`config.mk`:
```
export PLATFORM = sky130hd
export DESIGN_NAME = mtr_resolver
export DESIGN_NICKNAME = d
export VERILOG_FILES = /design/src/mtr_pkg.sv /design/src/mtr_eff_type.sv /design/src/mtr_range_sel.sv /design/src/mtr_resolver.sv
export SDC_FILE = /design/constraint.sdc
export NUM_CORES = 1
export LEC_CHECK = 0
export BUFFER_PORTS_ARGS = -buffer_cell sky130_fd_sc_hd__buf_2
export CAP_MARGIN = 5
export CELL_PAD_IN_SITES_DETAIL_PLACEMENT = 0
export CELL_PAD_IN_SITES_GLOBAL_PLACEMENT = 1
export CORE_MARGIN = 4
export CORE_UTILIZATION = 43
export DETAILED_ROUTE_END_ITERATION = 8
export PLACE_DENSITY = 0.84
export SETUP_SLACK_MARGIN = 0.4
export SLEW_MARGIN = 20
export SYNTH_ARGS = -nofsm -noshare
export SYNTH_HDL_FRONTEND = slang
export SYNTH_SLANG_ARGS = --single-unit
export TNS_END_PERCENT = 20
```
`constraint.sdc`:
```
create_clock -name clk -period 3 [get_ports clk]
set_input_delay 0 -clock clk [delete_from_list [all_inputs] [get_ports clk]]
set_output_delay 0 -clock clk [all_outputs]
set_load 0.01 [all_outputs]
```
`src/mtr_pkg.sv`:
```
// Constants, types and field layouts shared by the memory-type resolver.
// Behaviour
// - Memory types are computed only for requests from coherency-domain devices.
// - Legacy mode uses write-back for all structures and the final page.
// - Scalable mode uses write-back for every translation structure access.
// - Scalable final page with cache disable set is uncacheable.
// - Second-stage only, extended types disabled: final page is write-back.
// - Second-stage only, extended types enabled: final page takes leaf type.
// - First-stage and nested derive attribute type, then range-register type.
// - First-stage only combines attribute and range types through the table.
// - Nested without extended types combines attribute and range types.
// - Nested with extended types uses leaf ignore bit and leaf type.
// - Leaf ignore bit set: leaf type replaces the attribute type.
// - Leaf ignore bit clear: combine attribute type with leaf type as range.
// - Pass-through final page is write-back regardless of extended enable.
// - Typing bits may come from cached entries; software must invalidate.
// - Combine table rows for uncacheable and write-combining range types.
// - Combine table rows for write-through, write-back, write-protect ranges.
// - Attribute index is four attribute plus two cache-disable plus through.
// - Range type: disabled gives uncacheable, else fixed, variable, default.
package mtr_pkg;

    // Memory type encodings.
    localparam logic [2:0] MTR_UC  = 3'h0;
    localparam logic [2:0] MTR_WC  = 3'h1;
    localparam logic [2:0] MTR_WT  = 3'h4;
    localparam logic [2:0] MTR_WP  = 3'h5;
    localparam logic [2:0] MTR_WB  = 3'h6;
    localparam logic [2:0] MTR_UCM = 3'h7;

    // Translation table modes and translation types.
    localparam logic [1:0] MTR_TTM_LEGACY   = 2'h0;
    localparam logic [1:0] MTR_TTM_SCALABLE = 2'h1;
    localparam logic [2:0] MTR_PASID_TRANSLATION_TYPE_FS      = 3'h1;
    localparam logic [2:0] MTR_PASID_TRANSLATION_TYPE_SS      = 3'h2;
    localparam logic [2:0] MTR_PASID_TRANSLATION_TYPE_NEST    = 3'h3;
    localparam logic [2:0] MTR_PASID_TRANSLATION_TYPE_PT      = 3'h4;

    // Register byte offsets.
    localparam logic [7:0] MTR_OFS_CTRL     = 8'h00;
    localparam logic [7:0] MTR_OFS_FIXED    = 8'h04;
    localparam logic [7:0] MTR_OFS_STATUS   = 8'h08;
    localparam logic [7:0] MTR_OFS_VAR      = 8'h10;
    localparam logic [7:0] MTR_VAR_STRIDE   = 8'h08;
    localparam logic [7:0] MTR_VAR_MASK_OFS = 8'h04;

    // Field positions.
    localparam int MTR_CTRL_EN_BIT   = 0;
    localparam int MTR_CTRL_FIX_BIT  = 1;
    localparam int MTR_CTRL_DEF_LSB  = 4;
    localparam int MTR_VAR_VALID_BIT = 11;
    localparam int MTR_VAR_ADDR_LSB  = 12;
    localparam int MTR_LOW_MB_LSB    = 20;
    localparam int MTR_STAT_APP_BIT  = 4;
    localparam int MTR_STAT_FLAG_BIT = 5;
    localparam int MTR_STAT_CNT_LSB  = 8;

    // Reset values.
    localparam logic [31:0] MTR_CTRL_RST  = 32'h0000_0000;
    localparam logic [31:0] MTR_FIXED_RST = 32'h0000_0000;
    localparam logic [31:0] MTR_VAR_RST   = 32'h0000_0000;

    // Kind of access that the walker is typing.
    typedef enum logic [2:0] {
        MTR_ACC_ROOT,
        MTR_ACC_CONTEXT,
        MTR_ACC_PASID_DIR,
        MTR_ACC_PASID_TBL,
        MTR_ACC_FS_STRUCT,
        MTR_ACC_SS_STRUCT,
        MTR_ACC_FINAL
    } mtr_access_t;

    // Request from the translation walker.
    typedef struct packed {
        logic        coherent;
        mtr_access_t kind;
        logic [1:0]  translation_table_mode;
        logic        cache_disable_bit;
        logic [2:0]  pasid_translation_type;
        logic        extended_type_enable;
        logic        attribute_bit;
        logic        page_cache_disable_bit;
        logic        page_write_through_bit;
        logic        ignore_attribute_bit;
        logic [2:0]  extended_type_field;
        logic [23:0] page_attribute_table;
        logic [31:0] phys_addr;
    } mtr_req_t;

    // Answer to the coherent fabric.
    typedef struct packed {
        logic       applies;
        logic       flag;
        logic [2:0] mem_type;
    } mtr_resp_t;

endpackage

```
`src/mtr_eff_type.sv`:
```
// Effective memory type from a range-position type and an attribute type.
`timescale 1ns/1ps
`default_nettype none
module mtr_eff_type (
    // Types to combine.
    input  wire logic [2:0] range_type,
    input  wire logic [2:0] attr_type,
    // Combined type.
    output var  logic [2:0] eff_type
);

    // Table lookup; reserved range encodings fall back to uncacheable.
    always_comb
    begin
        eff_type = mtr_pkg::MTR_UC;
        case (range_type)
            mtr_pkg::MTR_UC:
                eff_type = (attr_type == mtr_pkg::MTR_WC) ? mtr_pkg::MTR_WC
                                                          : mtr_pkg::MTR_UC;
            mtr_pkg::MTR_WC:
                eff_type = (attr_type == mtr_pkg::MTR_UC ||
                            attr_type == mtr_pkg::MTR_WT ||
                            attr_type == mtr_pkg::MTR_WP) ? mtr_pkg::MTR_UC
                                                          : mtr_pkg::MTR_WC;
            mtr_pkg::MTR_WT:
                if (attr_type == mtr_pkg::MTR_UC || attr_type == mtr_pkg::MTR_UCM)
                    eff_type = mtr_pkg::MTR_UC;
                else if (attr_type == mtr_pkg::MTR_WB)
                    eff_type = mtr_pkg::MTR_WT;
                else
                    eff_type = attr_type;
            mtr_pkg::MTR_WB:
                eff_type = (attr_type == mtr_pkg::MTR_UCM) ? mtr_pkg::MTR_UC
                                                           : attr_type;
            mtr_pkg::MTR_WP:
                if (attr_type == mtr_pkg::MTR_UCM)
                    eff_type = mtr_pkg::MTR_WC;
                else if (attr_type == mtr_pkg::MTR_WB)
                    eff_type = mtr_pkg::MTR_WP;
                else
                    eff_type = attr_type;
            default:
                eff_type = mtr_pkg::MTR_UC;
        endcase
    end

endmodule
`default_nettype wire

```
`src/mtr_range_sel.sv`:
```
// Range-register memory type for one physical address.
`timescale 1ns/1ps
`default_nettype none
module mtr_range_sel #(
    parameter int NUM_VAR = 2
) (
    // Address and range configuration.
    input  wire logic [31:0]              phys_addr,
    input  wire logic [31:0]              ctrl,
    input  wire logic [31:0]              fixed_cfg,
    input  wire logic [NUM_VAR-1:0][31:0] var_base,
    input  wire logic [NUM_VAR-1:0][31:0] var_mask,
    // Resulting range type.
    output var  logic [2:0]               range_type
);

    localparam int AL = mtr_pkg::MTR_VAR_ADDR_LSB;

    // Variable matches merge by precedence; undefined overlaps keep the first.
    always_comb
    begin
        logic       found;
        logic [2:0] t;
        logic [2:0] v;
        found = 1'b0;
        t = ctrl[mtr_pkg::MTR_CTRL_DEF_LSB +: 3];
        v = mtr_pkg::MTR_UC;
        for (int i = 0; i < NUM_VAR; i++)
        begin
            v = var_base[i][2:0];
            if (var_mask[i][mtr_pkg::MTR_VAR_VALID_BIT] &&
                ((phys_addr[31:AL] & var_mask[i][31:AL]) ==
                 (var_base[i][31:AL] & var_mask[i][31:AL])))
            begin
                if (!found)
                    t = v;
                else if (t == mtr_pkg::MTR_UC || v == mtr_pkg::MTR_UC)
                    t = mtr_pkg::MTR_UC;
                else if ((t == mtr_pkg::MTR_WT && v == mtr_pkg::MTR_WB) ||
                         (t == mtr_pkg::MTR_WB && v == mtr_pkg::MTR_WT))
                    t = mtr_pkg::MTR_WT;
                found = 1'b1;
            end
        end
        if (ctrl[mtr_pkg::MTR_CTRL_FIX_BIT] &&
            phys_addr[31:mtr_pkg::MTR_LOW_MB_LSB] == '0)
            t = fixed_cfg[2:0];
        if (!ctrl[mtr_pkg::MTR_CTRL_EN_BIT])
            t = mtr_pkg::MTR_UC;
        range_type = t;
    end

endmodule
`default_nettype wire

```
`src/mtr_resolver.sv`:
```
// Memory-type resolver top with its Wishbone range-register file.
//
// The Wishbone register port and the register addresses were chosen for this implementation.
`timescale 1ns/1ps
`default_nettype none
module mtr_resolver #(
    parameter int NUM_VAR = 2
) (
    // Clock and reset.
    input  wire logic               clk,
    input  wire logic               reset_n,
    // Walker request.
    input  wire logic               req_valid,
    input  wire mtr_pkg::mtr_req_t  req,
    // Fabric answer.
    output var  logic               resp_valid,
    output var  mtr_pkg::mtr_resp_t resp,
    // Wishbone slave.
    input  wire logic               wb_cyc_i,
    input  wire logic               wb_stb_i,
    input  wire logic               wb_we_i,
    input  wire logic [7:0]         wb_adr_i,
    input  wire logic [3:0]         wb_sel_i,
    input  wire logic [31:0]        wb_dat_i,
    output var  logic [31:0]        wb_dat_o,
    output var  logic               wb_ack_o
);

    logic [31:0]              ctrl_q;
    logic [31:0]              fixed_q;
    logic [NUM_VAR-1:0][31:0] var_base_q;
    logic [NUM_VAR-1:0][31:0] var_mask_q;
    logic [31:0]              rdata_d;
    logic [31:0]              rdata_q;
    logic                     ack_q;
    logic                     wr_go;
    logic                     rd_go;
    logic [7:0]               flag_cnt_q;
    logic                     resp_valid_q;
    mtr_pkg::mtr_resp_t       resp_q;
    mtr_pkg::mtr_resp_t       resp_d;
    logic [2:0]               attr_idx;
    logic [2:0]               attr_type;
    logic [2:0]               range_type;
    logic [2:0]               combine_m;
    logic [2:0]               eff_type;
    logic                     nest_ext;

    // Byte-lane merge of a write into a stored word.
    function automatic logic [31:0] merge_sel(input logic [31:0] old_v,
                                              input logic [31:0] new_v,
                                              input logic [3:0]  sel);
        logic [31:0] r;
        r = old_v;
        for (int b = 0; b < 4; b++)
            if (sel[b])
                r[8*b +: 8] = new_v[8*b +: 8];
        return r;
    endfunction

    // Byte offset of the base or mask word of variable range i.
    function automatic logic [7:0] var_ofs(input int i, input logic mask);
        logic [7:0] o;
        o = mtr_pkg::MTR_OFS_VAR + 8'(i) * mtr_pkg::MTR_VAR_STRIDE;
        if (mask)
            o = o + mtr_pkg::MTR_VAR_MASK_OFS;
        return o;
    endfunction

    // A request is taken once, in the cycle before ack rises.
    assign wr_go = wb_cyc_i && wb_stb_i && !ack_q && wb_we_i;
    assign rd_go = wb_cyc_i && wb_stb_i && !ack_q && !wb_we_i;

    // Acknowledge one cycle after the strobe, drop it the cycle after.
    always_ff @(posedge clk)
    begin
        if (!reset_n)
            ack_q <= 1'b0;
        else
            ack_q <= wb_cyc_i && wb_stb_i && !ack_q;
    end

    // Control and fixed-range registers.
    always_ff @(posedge clk)
    begin
        if (!reset_n)
        begin
            ctrl_q  <= mtr_pkg::MTR_CTRL_RST;
            fixed_q <= mtr_pkg::MTR_FIXED_RST;
        end
        else if (wr_go)
        begin
            if (wb_adr_i == mtr_pkg::MTR_OFS_CTRL)
                ctrl_q <= merge_sel(ctrl_q, wb_dat_i, wb_sel_i);
            if (wb_adr_i == mtr_pkg::MTR_OFS_FIXED)
                fixed_q <= merge_sel(fixed_q, wb_dat_i, wb_sel_i);
        end
    end

    // Variable-range base and mask registers.
    always_ff @(posedge clk)
    begin
        if (!reset_n)
        begin
            for (int i = 0; i < NUM_VAR; i++)
            begin
                var_base_q[i] <= mtr_pkg::MTR_VAR_RST;
                var_mask_q[i] <= mtr_pkg::MTR_VAR_RST;
            end
        end
        else if (wr_go)
        begin
            for (int i = 0; i < NUM_VAR; i++)
            begin
                if (wb_adr_i == var_ofs(i, 1'b0))
                    var_base_q[i] <= merge_sel(var_base_q[i], wb_dat_i,
                                               wb_sel_i);
                if (wb_adr_i == var_ofs(i, 1'b1))
                    var_mask_q[i] <= merge_sel(var_mask_q[i], wb_dat_i,
                                               wb_sel_i);
            end
        end
    end

    // Read mux; unmapped offsets read as zero and are still acknowledged.
    always_comb
    begin
        rdata_d = 32'h0000_0000;
        if (wb_adr_i == mtr_pkg::MTR_OFS_CTRL)
            rdata_d = ctrl_q;
        if (wb_adr_i == mtr_pkg::MTR_OFS_FIXED)
            rdata_d = fixed_q;
        if (wb_adr_i == mtr_pkg::MTR_OFS_STATUS)
        begin
            rdata_d[2:0] = resp_q.mem_type;
            rdata_d[mtr_pkg::MTR_STAT_APP_BIT] = resp_q.applies;
            rdata_d[mtr_pkg::MTR_STAT_FLAG_BIT] = resp_q.flag;
            rdata_d[mtr_pkg::MTR_STAT_CNT_LSB +: 8] = flag_cnt_q;
        end
        for (int i = 0; i < NUM_VAR; i++)
        begin
            if (wb_adr_i == var_ofs(i, 1'b0))
                rdata_d = var_base_q[i];
            if (wb_adr_i == var_ofs(i, 1'b1))
                rdata_d = var_mask_q[i];
        end
    end

    // Read data is captured with the acknowledge.
    always_ff @(posedge clk)
    begin
        if (!reset_n)
            rdata_q <= 32'h0000_0000;
        else if (rd_go)
            rdata_q <= rdata_d;
    end

    assign wb_ack_o = ack_q;
    assign wb_dat_o = rdata_q;

    // Attribute type selected from the table carried with the request.
    assign attr_idx = {req.attribute_bit, req.page_cache_disable_bit,
                       req.page_write_through_bit};
    assign attr_type = req.page_attribute_table[3*attr_idx +: 3];

    // Range type for the target address.
    mtr_range_sel #(
        .NUM_VAR    (NUM_VAR)
    ) u_range (
        .phys_addr  (req.phys_addr),
        .ctrl       (ctrl_q),
        .fixed_cfg  (fixed_q),
        .var_base   (var_base_q),
        .var_mask   (var_mask_q),
        .range_type (range_type)
    );

    // Nested with extended types puts the leaf type in the range position.
    assign nest_ext = req.pasid_translation_type == mtr_pkg::MTR_PASID_TRANSLATION_TYPE_NEST &&
                      req.extended_type_enable;
    assign combine_m = nest_ext ? req.extended_type_field : range_type;

    mtr_eff_type u_eff (
        .range_type (combine_m),
        .attr_type  (attr_type),
        .eff_type   (eff_type)
    );

    // Type selection from mode, access kind and entry fields.
    always_comb
    begin
        resp_d = '0;
        resp_d.applies = 1'b1;
        if (!req.coherent)
            resp_d.applies = 1'b0;
        else if (req.translation_table_mode == mtr_pkg::MTR_TTM_LEGACY)
            resp_d.mem_type = mtr_pkg::MTR_WB;
        else if (req.translation_table_mode != mtr_pkg::MTR_TTM_SCALABLE)
        begin
            resp_d.applies = 1'b0;
            resp_d.flag = 1'b1;
        end
        else if (req.kind != mtr_pkg::MTR_ACC_FINAL)
            resp_d.mem_type = mtr_pkg::MTR_WB;
        else if (req.cache_disable_bit)
            resp_d.mem_type = mtr_pkg::MTR_UC;
        else
        begin
            case (req.pasid_translation_type)
                mtr_pkg::MTR_PASID_TRANSLATION_TYPE_FS:
                    resp_d.mem_type = eff_type;
                mtr_pkg::MTR_PASID_TRANSLATION_TYPE_SS:
                    resp_d.mem_type = req.extended_type_enable
                                    ? req.extended_type_field
                                    : mtr_pkg::MTR_WB;
                mtr_pkg::MTR_PASID_TRANSLATION_TYPE_NEST:
                    if (req.extended_type_enable && req.ignore_attribute_bit)
                        resp_d.mem_type = req.extended_type_field;
                    else
                        resp_d.mem_type = eff_type;
                mtr_pkg::MTR_PASID_TRANSLATION_TYPE_PT:
                    resp_d.mem_type = mtr_pkg::MTR_WB;
                default:
                begin
                    resp_d.applies = 1'b0;
                    resp_d.flag = 1'b1;
                end
            endcase
        end
    end

    // Answer registered one cycle after each request, from fields as given.
    always_ff @(posedge clk)
    begin
        if (!reset_n)
        begin
            resp_valid_q <= 1'b0;
            resp_q <= '0;
        end
        else
        begin
            resp_valid_q <= req_valid;
            if (req_valid)
                resp_q <= resp_d;
        end
    end

    // Count of flagged requests, wrapping.
    always_ff @(posedge clk)
    begin
        if (!reset_n)
            flag_cnt_q <= 8'h00;
        else if (req_valid && resp_d.flag)
            flag_cnt_q <= flag_cnt_q + 8'h01;
    end

    assign resp_valid = resp_valid_q;
    assign resp = resp_q;
endmodule
`default_nettype wire

```
==> results.py, run 1 <==
metrics = {
    "outcome": {
        "outcome": "finished, final reports clean",
    },
    "worst_setup_path": {
        "critPathCaptureType": "flop",
        "path_class": "flop to flop",
        "cp.required_ps": 3440,
        "cp-startpoint": "var_base_q[53]",
        "r2r_setup_slack_ps": 290,
        "cp_data_arrival_time_ps": 3150,
        "crit_fanout": 4,
        "startpoint_type": "flop",
        "r2r-start": "var_base_q[53]",
    },
    "sta": {
        "fmax_mhz": 370,
        "timing_hold_violations_final": 0,
        "fin_tns_setup_ps": 0,
        "drv_slew": 0,
        "worst_pin_slew_ps": 1060,
        "clock_skew_ps": 9.31,
        "worst_slew_margin_rel_pct": 29.6,
        "rsz0062_at_grt": "true",
        "period_needed_ps": 2710,
        "fin_crit_sh_pct": 90.2,
        "setup_viol": 0,
    },
    "route": {
        "drt_iter0_markers": 1058,
        "vias": 10700,
        "via_per_inst": 5.85,
        "wl_um": 35400,
        "drt-pass1-iter-count": 7,
        "wl_per_cell_um": 19.3,
        "ant_nets": 0,
        "drc": 0,
    },
    "die": {
        "die_w_um": 170,
        "die_y_um": 170,
        "rows": 58,
        "core_um2": 25500,
        "die_area_um2": 28800,
        "io_pins": 163,
        "start_util_pct": 44.1,
    },
    "synth": {
        "syn_nets": 1451,
        "synth.cell_area_um2": 11200,
        "synth_fa_ha_area_share_pct": 0.111,
        "synthArstFlopShare_pct": 0,
        "synthXorXnorAreaFrac_pct": 3.74,
        "ys.flop_type": "dfxtp_1",
        "synthSimpleGateAreaFrac_pct": 20.5,
        "synthMuxAreaShare_pct": 2.07,
        "seq_area_frac_synth_pct": 42.6,
        "synth_top_family_by_area": "compound AO/OA/AOI/OAI gates",
        "ys_ff_latch": 239,
        "synth-edff-count": 0,
        "yosysWarnings": 0,
        "yosysUniqueCellTypes": 56,
        "avgSynthCellArea_um2": 8.47,
        "syn_inst": 1326,
        "synth_compound_area_share_pct": 27.4,
    },
    "global_routing": {
        "overflow": 0,
        "grt_pass1_wl_um": 55400,
        "first_global_vias": 10000,
        "grt_usage_pct": 23.4,
        "antenna_found_initial": 1,
        "grt_start_max_net_pins": 143,
    },
    "power": {
        "ir_worst_vdd_uv": 402,
        "p_leak_nw": 4.85,
        "clock_power_share_pct": 46.5,
        "power_density_nw_per_um2": 503,
        "p_sw_mw": 1.59,
        "swShare_pct": 22.9,
        "p_int_mw": 5.35,
        "power_frac_comb_pct": 7.2,
        "power_frac_seq_pct": 46.3,
        "p_total_mw": 6.94,
    },
    "clocking": {
        "cts_buffers": 26,
        "h-tree-depth": 1,
        "cts_num_sinks": 239,
        "insertion_delay_ps": 530,
        "clk_pin_slew_ps": 60,
        "cts_tree": "built",
        "root_buffer": "clkbuf_16",
        "cts_buffer_depth": 3,
    },
    "placement": {
        "dp_hpwl_um": 22700,
        "io_buffers": 150,
        "gp_congestion": 0.883,
        "place_area_um2": 12400,
    },
    "run": {
        "maxCapViolations": 0,
    },
    "layout": {
        "area_growth_syn_to_layout_pct": 22.7,
        "fillers": 2393,
        "seqCellArea_um2": 4790,
        "fin_nets": 1605,
        "final_area_um2": 13800,
        "multi_input_area_um2": 6160,
        "drive_gt1_share_pct": 17.0,
        "final_core_util_pct": 54.1,
    },
    "worst_hold_path": {
        "holdCritStartpoint": "req[70]",
        "min_path_type": "input pin to flop",
    },
}
==> flip-flops by register name, indices dropped and copies added, names as in the netlist <==
name and count:
resp 5, resp_valid 1, wb_ack_o 1, wb_dat_o 32
ctrl_q 32, flag_cnt_q 8, var_mask_q 64, var_base_q 64
fixed_q 32
==> worst paths after layout <==
check,cells after the start,to
max,9,resp[0]
min reg2reg,2,fixed_q[7]
min,5,resp[1]
max reg2reg,9,resp[0]
==> power by group through the flow <==
stage | logic (mW) | clock network (mW) | registers, mW
3_5_place_dp | 0.440 | 0 | 3.29
4_1_cts | 0.492 | 3.26 | 3.22
2_1_floorplan | 0.201 | 0 | 3.29
3_3_place_gp | 0.440 | 0 | 3.29
6_report | 0.497 | 3.23 | 3.22
5_1_grt | 0.535 | 3.41 | 3.22
==> metrics by stage <==
| stage | std cells | worst slack (ps) | hold WS, ps |
|---|---|---|---|
| 3_3_place_gp | 1731 | 251 | 301 |
| 4_1_cts | 1827 | 273 | 20.1 |
| 3_5_place_dp | 1731 | 216 | 302 |
| 2_1_floorplan | 1326 | 627 | 122 |
| 5_1_grt | 1828 | 135 | 76.6 |
| 6_report | 1828 | 294 | 28.1 |
==> cells in the mapped netlist, types with 3 or more instances <==
| library cell | n | area share (%) |
|---|---|---|
| o21ai_0 | 33 | 1.5 |
| a21boi_0 | 158 | 11 |
| nor2b_1 | 8 | 0.45 |
| a31oi_1 | 14 | 0.78 |
| a22oi_1 | 34 | 2.3 |
| nand4_1 | 6 | 0.33 |
| nor2_1 | 15 | 0.50 |
| mux4_2 | 6 | 1.2 |
| inv_1 | 6 | 0.20 |
| nor3_1 | 10 | 0.45 |
| nand3_1 | 202 | 9.0 |
| xor2_1 | 43 | 3.4 |
| or3_1 | 3 | 0.17 |
| nand2_1 | 230 | 7.7 |
| buf_1 | 12 | 0.40 |
| a21oi_1 | 31 | 1.4 |
| a221oi_1 | 47 | 3.7 |
| a22o_1 | 25 | 1.9 |
| clkbuf_1 | 89 | 3.0 |
| mux2i_1 | 6 | 0.53 |
| dfxtp_1 | 239 | 43 |
| a2111oi_0 | 4 | 0.31 |
| a222oi_1 | 6 | 0.53 |
| and3_1 | 7 | 0.39 |
| and2_1 | 10 | 0.56 |
| o21a_1 | 5 | 0.33 |
| a21boi_1 | 36 | 2.4 |
| xnor2_1 | 5 | 0.39 |
==> critical path: stages (launching register included) <==
cell	delay, ps
dfxtp_2	330
xor2_1	160
a222oi_1	480
nand3_1	170
or3_4	460
a211oi_4	230
o31ai_4	110
a21boi_2	170
mux2_4	310
o32ai_2	190
==> what timing repair did <==
item	CTS	global route
buffers inserted	3	0
pin swaps	8	10
gates resized for setup	3	10
endpoints found under the setup margin	3	77
hold buffers	48	0
hold endpoints to repair	199	0
==> metal layers <==
| layer | GRT usage (%) | up-vias | routed length (um) |
|---|---|---|---|
| met4 | 5.22 | 0 | 632 |
| li1 | - | 5144 | - |
| met2 | 36.6 | 411 | 15900 |
| met1 | 34.1 | 5081 | 16100 |
| met3 | 3.98 | 49 | 2660 |
| met5 | 0 | - | 0 |
==> layout by cell type, fill, tap and decap left out, drive strengths merged, types with 3 or more instances in the layout <==
| cell | count |
|---|---|
| a2111oi | 4 |
| nor2b | 8 |
| xnor2 | 5 |
| nand3 | 202 |
| o21ai | 33 |
| xor2 | 43 |
| or3 | 4 |
| a31oi | 15 |
| a221oi | 47 |
| dlygate4sd3 | 48 |
| buf | 179 |
| nor3 | 12 |
| a21boi | 194 |
| a21oi | 31 |
| a211oi | 3 |
| and2 | 10 |
| clkbuf | 39 |
| dfxtp | 239 |
| and3 | 7 |
| mux2i | 6 |
| mux2 | 3 |
| nor2 | 15 |
| nand2 | 230 |
| a22oi | 34 |
| o21a | 5 |
| mux4 | 6 |
| inv | 6 |
| a222oi | 6 |
| a22o | 26 |
| nand4 | 6 |
| clkinv | 4 |
==> kinds of logic after synthesis <==
logic type	count (synthesis)
flip-flops	239
buffers and inverters	107
AND/OR/NAND/NOR	504
multiplexers	15
XOR/XNOR	48
AO/OA/AOI/OAI	412
adder cells (fa/ha/maj)	1
==> area by class of cell <==
type,count,share of cell area (%)
flip-flops and latches,239,34.7
well taps,330,2.99
repair buffers,227,11.3
clock buffers,39,5.59
multi-input cells,980,44.7
inverters,6,0.163
clock inverters,6,0.581
diodes,1,0.0182
Note: power is estimated with default switching activity, not from simulation.
==> run 2, diff against run 1 <==
--- a/config.mk
+++ b/config.mk
@@ -6,13 +6,12 @@
 export NUM_CORES = 1
 export LEC_CHECK = 0
 export BUFFER_PORTS_ARGS = -buffer_cell sky130_fd_sc_hd__buf_2
-export CAP_MARGIN = 5
 export CELL_PAD_IN_SITES_DETAIL_PLACEMENT = 0
 export CELL_PAD_IN_SITES_GLOBAL_PLACEMENT = 1
 export CORE_MARGIN = 4
-export CORE_UTILIZATION = 43
+export CORE_UTILIZATION = 46
 export DETAILED_ROUTE_END_ITERATION = 8
-export PLACE_DENSITY = 0.84
+export PLACE_DENSITY = 0.89
 export SETUP_SLACK_MARGIN = 0.4
 export SLEW_MARGIN = 20
 export SYNTH_ARGS = -nofsm -noshare
==> constraint.sdc (replaced) <==
create_clock -name clk -period 3.25 [get_ports clk]
set_input_delay 0.325 -clock clk [delete_from_list [all_inputs] [get_ports clk]]
set_output_delay 0.325 -clock clk [all_outputs]
set_load 0.01 [all_outputs]
==> run 2 against run 1 <==
Effect of this change:
- die area down 6.2%
- worst setup slack better by 260 ps
- flip-flop and latch count unchanged
- global-route usage up 1.4 points
- critical path depth unchanged
- power down 11%
- highest routed layer is now met5
- clock skew about the same
- wire length down 1.8%
- final cell count down 3.2%
- clock power down 13%
==> results.py, run 2 (synthesis results as in run 1) <==
metrics = {
    "outcome": {
        "outcome": "finished, final reports clean",
    },
    "worst_setup_path": {
        "cp.required_ps": 3650,
        "max_stage_delay_ps": 440,
        "startpoint_type": "flop",
        "r2r-end": "resp[0]",
        "cpMaxStageDelayCell": "a222oi_1",
        "critPathCaptureType": "flop",
        "worstPathCellList": "xor2_1, a222oi_1, nand3_1, or3_4, a211oi_4, o31ai_4, or3_1, a22oi_1, o32ai_2",
        "path_class": "flop to flop",
        "cp_data_arrival_time_ps": 3090,
        "r2r_cells": 9,
        "critPathTopFamily": "compound AO/OA/AOI/OAI gates",
        "cp_num_buf_inv": 0,
        "r2r_setup_slack_ps": 560,
        "r2r-start": "var_base_q[53]",
        "crit_fanout": 6,
    },
    "die": {
        "die_y_um": 164,
        "core_um2": 23800,
        "start_util_pct": 47.3,
        "die_w_um": 164,
        "io_pins": 163,
        "die_area_um2": 27000,
        "rows": 56,
    },
    "sta": {
        "clock_skew_ps": 8.84,
        "rsz0062_at_grt": "true",
        "fin_tns_setup_ps": 0,
        "worst_pin_slew_ps": 757,
        "setup_viol": 0,
        "fmax_mhz": 371,
        "drv_slew": 0,
        "worst_slew_margin_rel_pct": 49.3,
        "fin_crit_sh_pct": 82.9,
        "timing_hold_violations_final": 0,
        "period_needed_ps": 2690,
    },
    "worst_hold_path": {
        "hold_path_end": "resp[4]",
        "hold_path_depth": 3,
        "holdCritStartpoint": "req[73]",
        "min_path_type": "input pin to flop",
    },
    "route": {
        "wl_um": 34700,
        "vias": 10700,
        "drt-pass1-iter-count": 5,
        "ant_nets": 0,
        "drt_iter0_markers": 991,
        "drc": 0,
        "wl_per_cell_um": 19.6,
        "via_per_inst": 6.05,
    },
    "power": {
        "p_total_mw": 6.18,
        "p_leak_nw": 4.64,
        "ir_worst_vdd_uv": 391,
        "power_density_nw_per_um2": 468,
    },
    "global_routing": {
        "overflow": 0,
        "grt_start_max_net_pins": 72,
        "first_global_vias": 10100,
        "antenna_found_initial": 2,
        "grt_usage_pct": 24.9,
        "grt_pass1_wl_um": 54700,
    },
    "placement": {
        "place_area_um2": 12300,
        "gp_congestion": 0.901,
        "dp_hpwl_um": 22800,
        "io_buffers": 150,
    },
    "layout": {
        "area_growth_syn_to_layout_pct": 17.6,
        "drive_gt1_share_pct": 17.6,
        "fillers": 2207,
        "most-common-layout-cells": "dfxtp_1, nand2_1, nand3_1",
        "final_common_cell": "dfxtp_1",
        "final_area_um2": 13200,
        "antenna_cells": 0,
        "largest_registers": "var_base_q x64, var_mask_q x64",
        "fin_nets": 1557,
    },
    "clocking": {
        "cts_tree": "built",
        "clk_pin_slew_ps": 60,
        "postCtsHoldBufs": 0,
        "insertion_delay_ps": 520,
        "cts_buffers": 25,
        "h-tree-depth": 1,
        "root_buffer": "clkbuf_16",
        "cts_buffer_depth": 3,
        "cts_num_sinks": 239,
    },
    "run": {
        "maxCapViolations": 0,
    },
}
==> run 2: cell types whose count changed in the layout (fill, tap and decap cells not counted), sizes merged <==
cell	delta
clkbuf	-2
buf	+1
bufinv	-2
diode	-1
clkinvlp	+1
dlygate4sd3	-48
clkinv	+3
inv	+1
==> run 2: where the power goes <==
part	total [mW]	switching (mW)	internal, mW
combinational	0.409	0.240	0.168
clock	2.80	1.18	1.62
sequential	2.97	0.0160	2.95
==> run 2: what timing repair did <==
action                     CTS  global route
gates resized for setup      0             5
setup buffers                0             2
cloned                       0             0
pin swaps                    1             8
setup endpoints to repair    1             1
==> run 2: layout make-up <==
type / count / area [um2] / area share (%)
Inverter: 6 / 22.5 / 0.170
Sequential cell: 239 / 4780 / 36.2
Clock inverter: 9 / 51.3 / 0.388
Clock buffer: 37 / 761 / 5.76
Timing Repair Buffer: 180 / 1080 / 8.15
Tap cell: 319 / 399 / 3.02
Multi-Input combinational cell: 980 / 6120 / 46.3
==> run 2: tightest hold or removal path, stage by stage <==
cell	delay, ps
buf_2	110
nand3_1	70
a21boi_0	70
==> run 2: stage by stage <==
step | hold WS, ps | setup slack, ps | cells | utilization [%]
6_report | 101 | 557 | 1770 | 55.6
5_1_grt | 103 | 407 | 1770 | 55.6
4_1_cts | 86.2 | 444 | 1767 | 55.4
3_5_place_dp | 445 | 312 | 1721 | 52.0
3_3_place_gp | 441 | 340 | 1721 | 52.0
2_1_floorplan | 435 | 877 | 1326 | -
==> run 2: worst max path at each step <==
| stage | startpoint | endpoint | slack, ps | cells after the start |
|---|---|---|---|---|
| after floorplan | var_base_q[53] | resp[0] | 880 | 9 |
| after global placement | req[17] | resp[0] | 340 | 10 |
| after detailed placement | req[17] | resp[0] | 310 | 10 |
| after CTS | var_base_q[17] | resp[0] | 440 | 9 |
| after global routing | var_base_q[17] | resp[0] | 410 | 10 |
| final | var_base_q[53] | resp[0] | 560 | 9 |
==> run 2: layer usage <==
layer	wire length [um]	vias to the layer above	track usage, %
met4	626	4	5.11
met1	15100	5145	35.1
met2	15800	456	39.8
met3	3150	52	4.87
met5	33	-	0
li1	-	5047	-
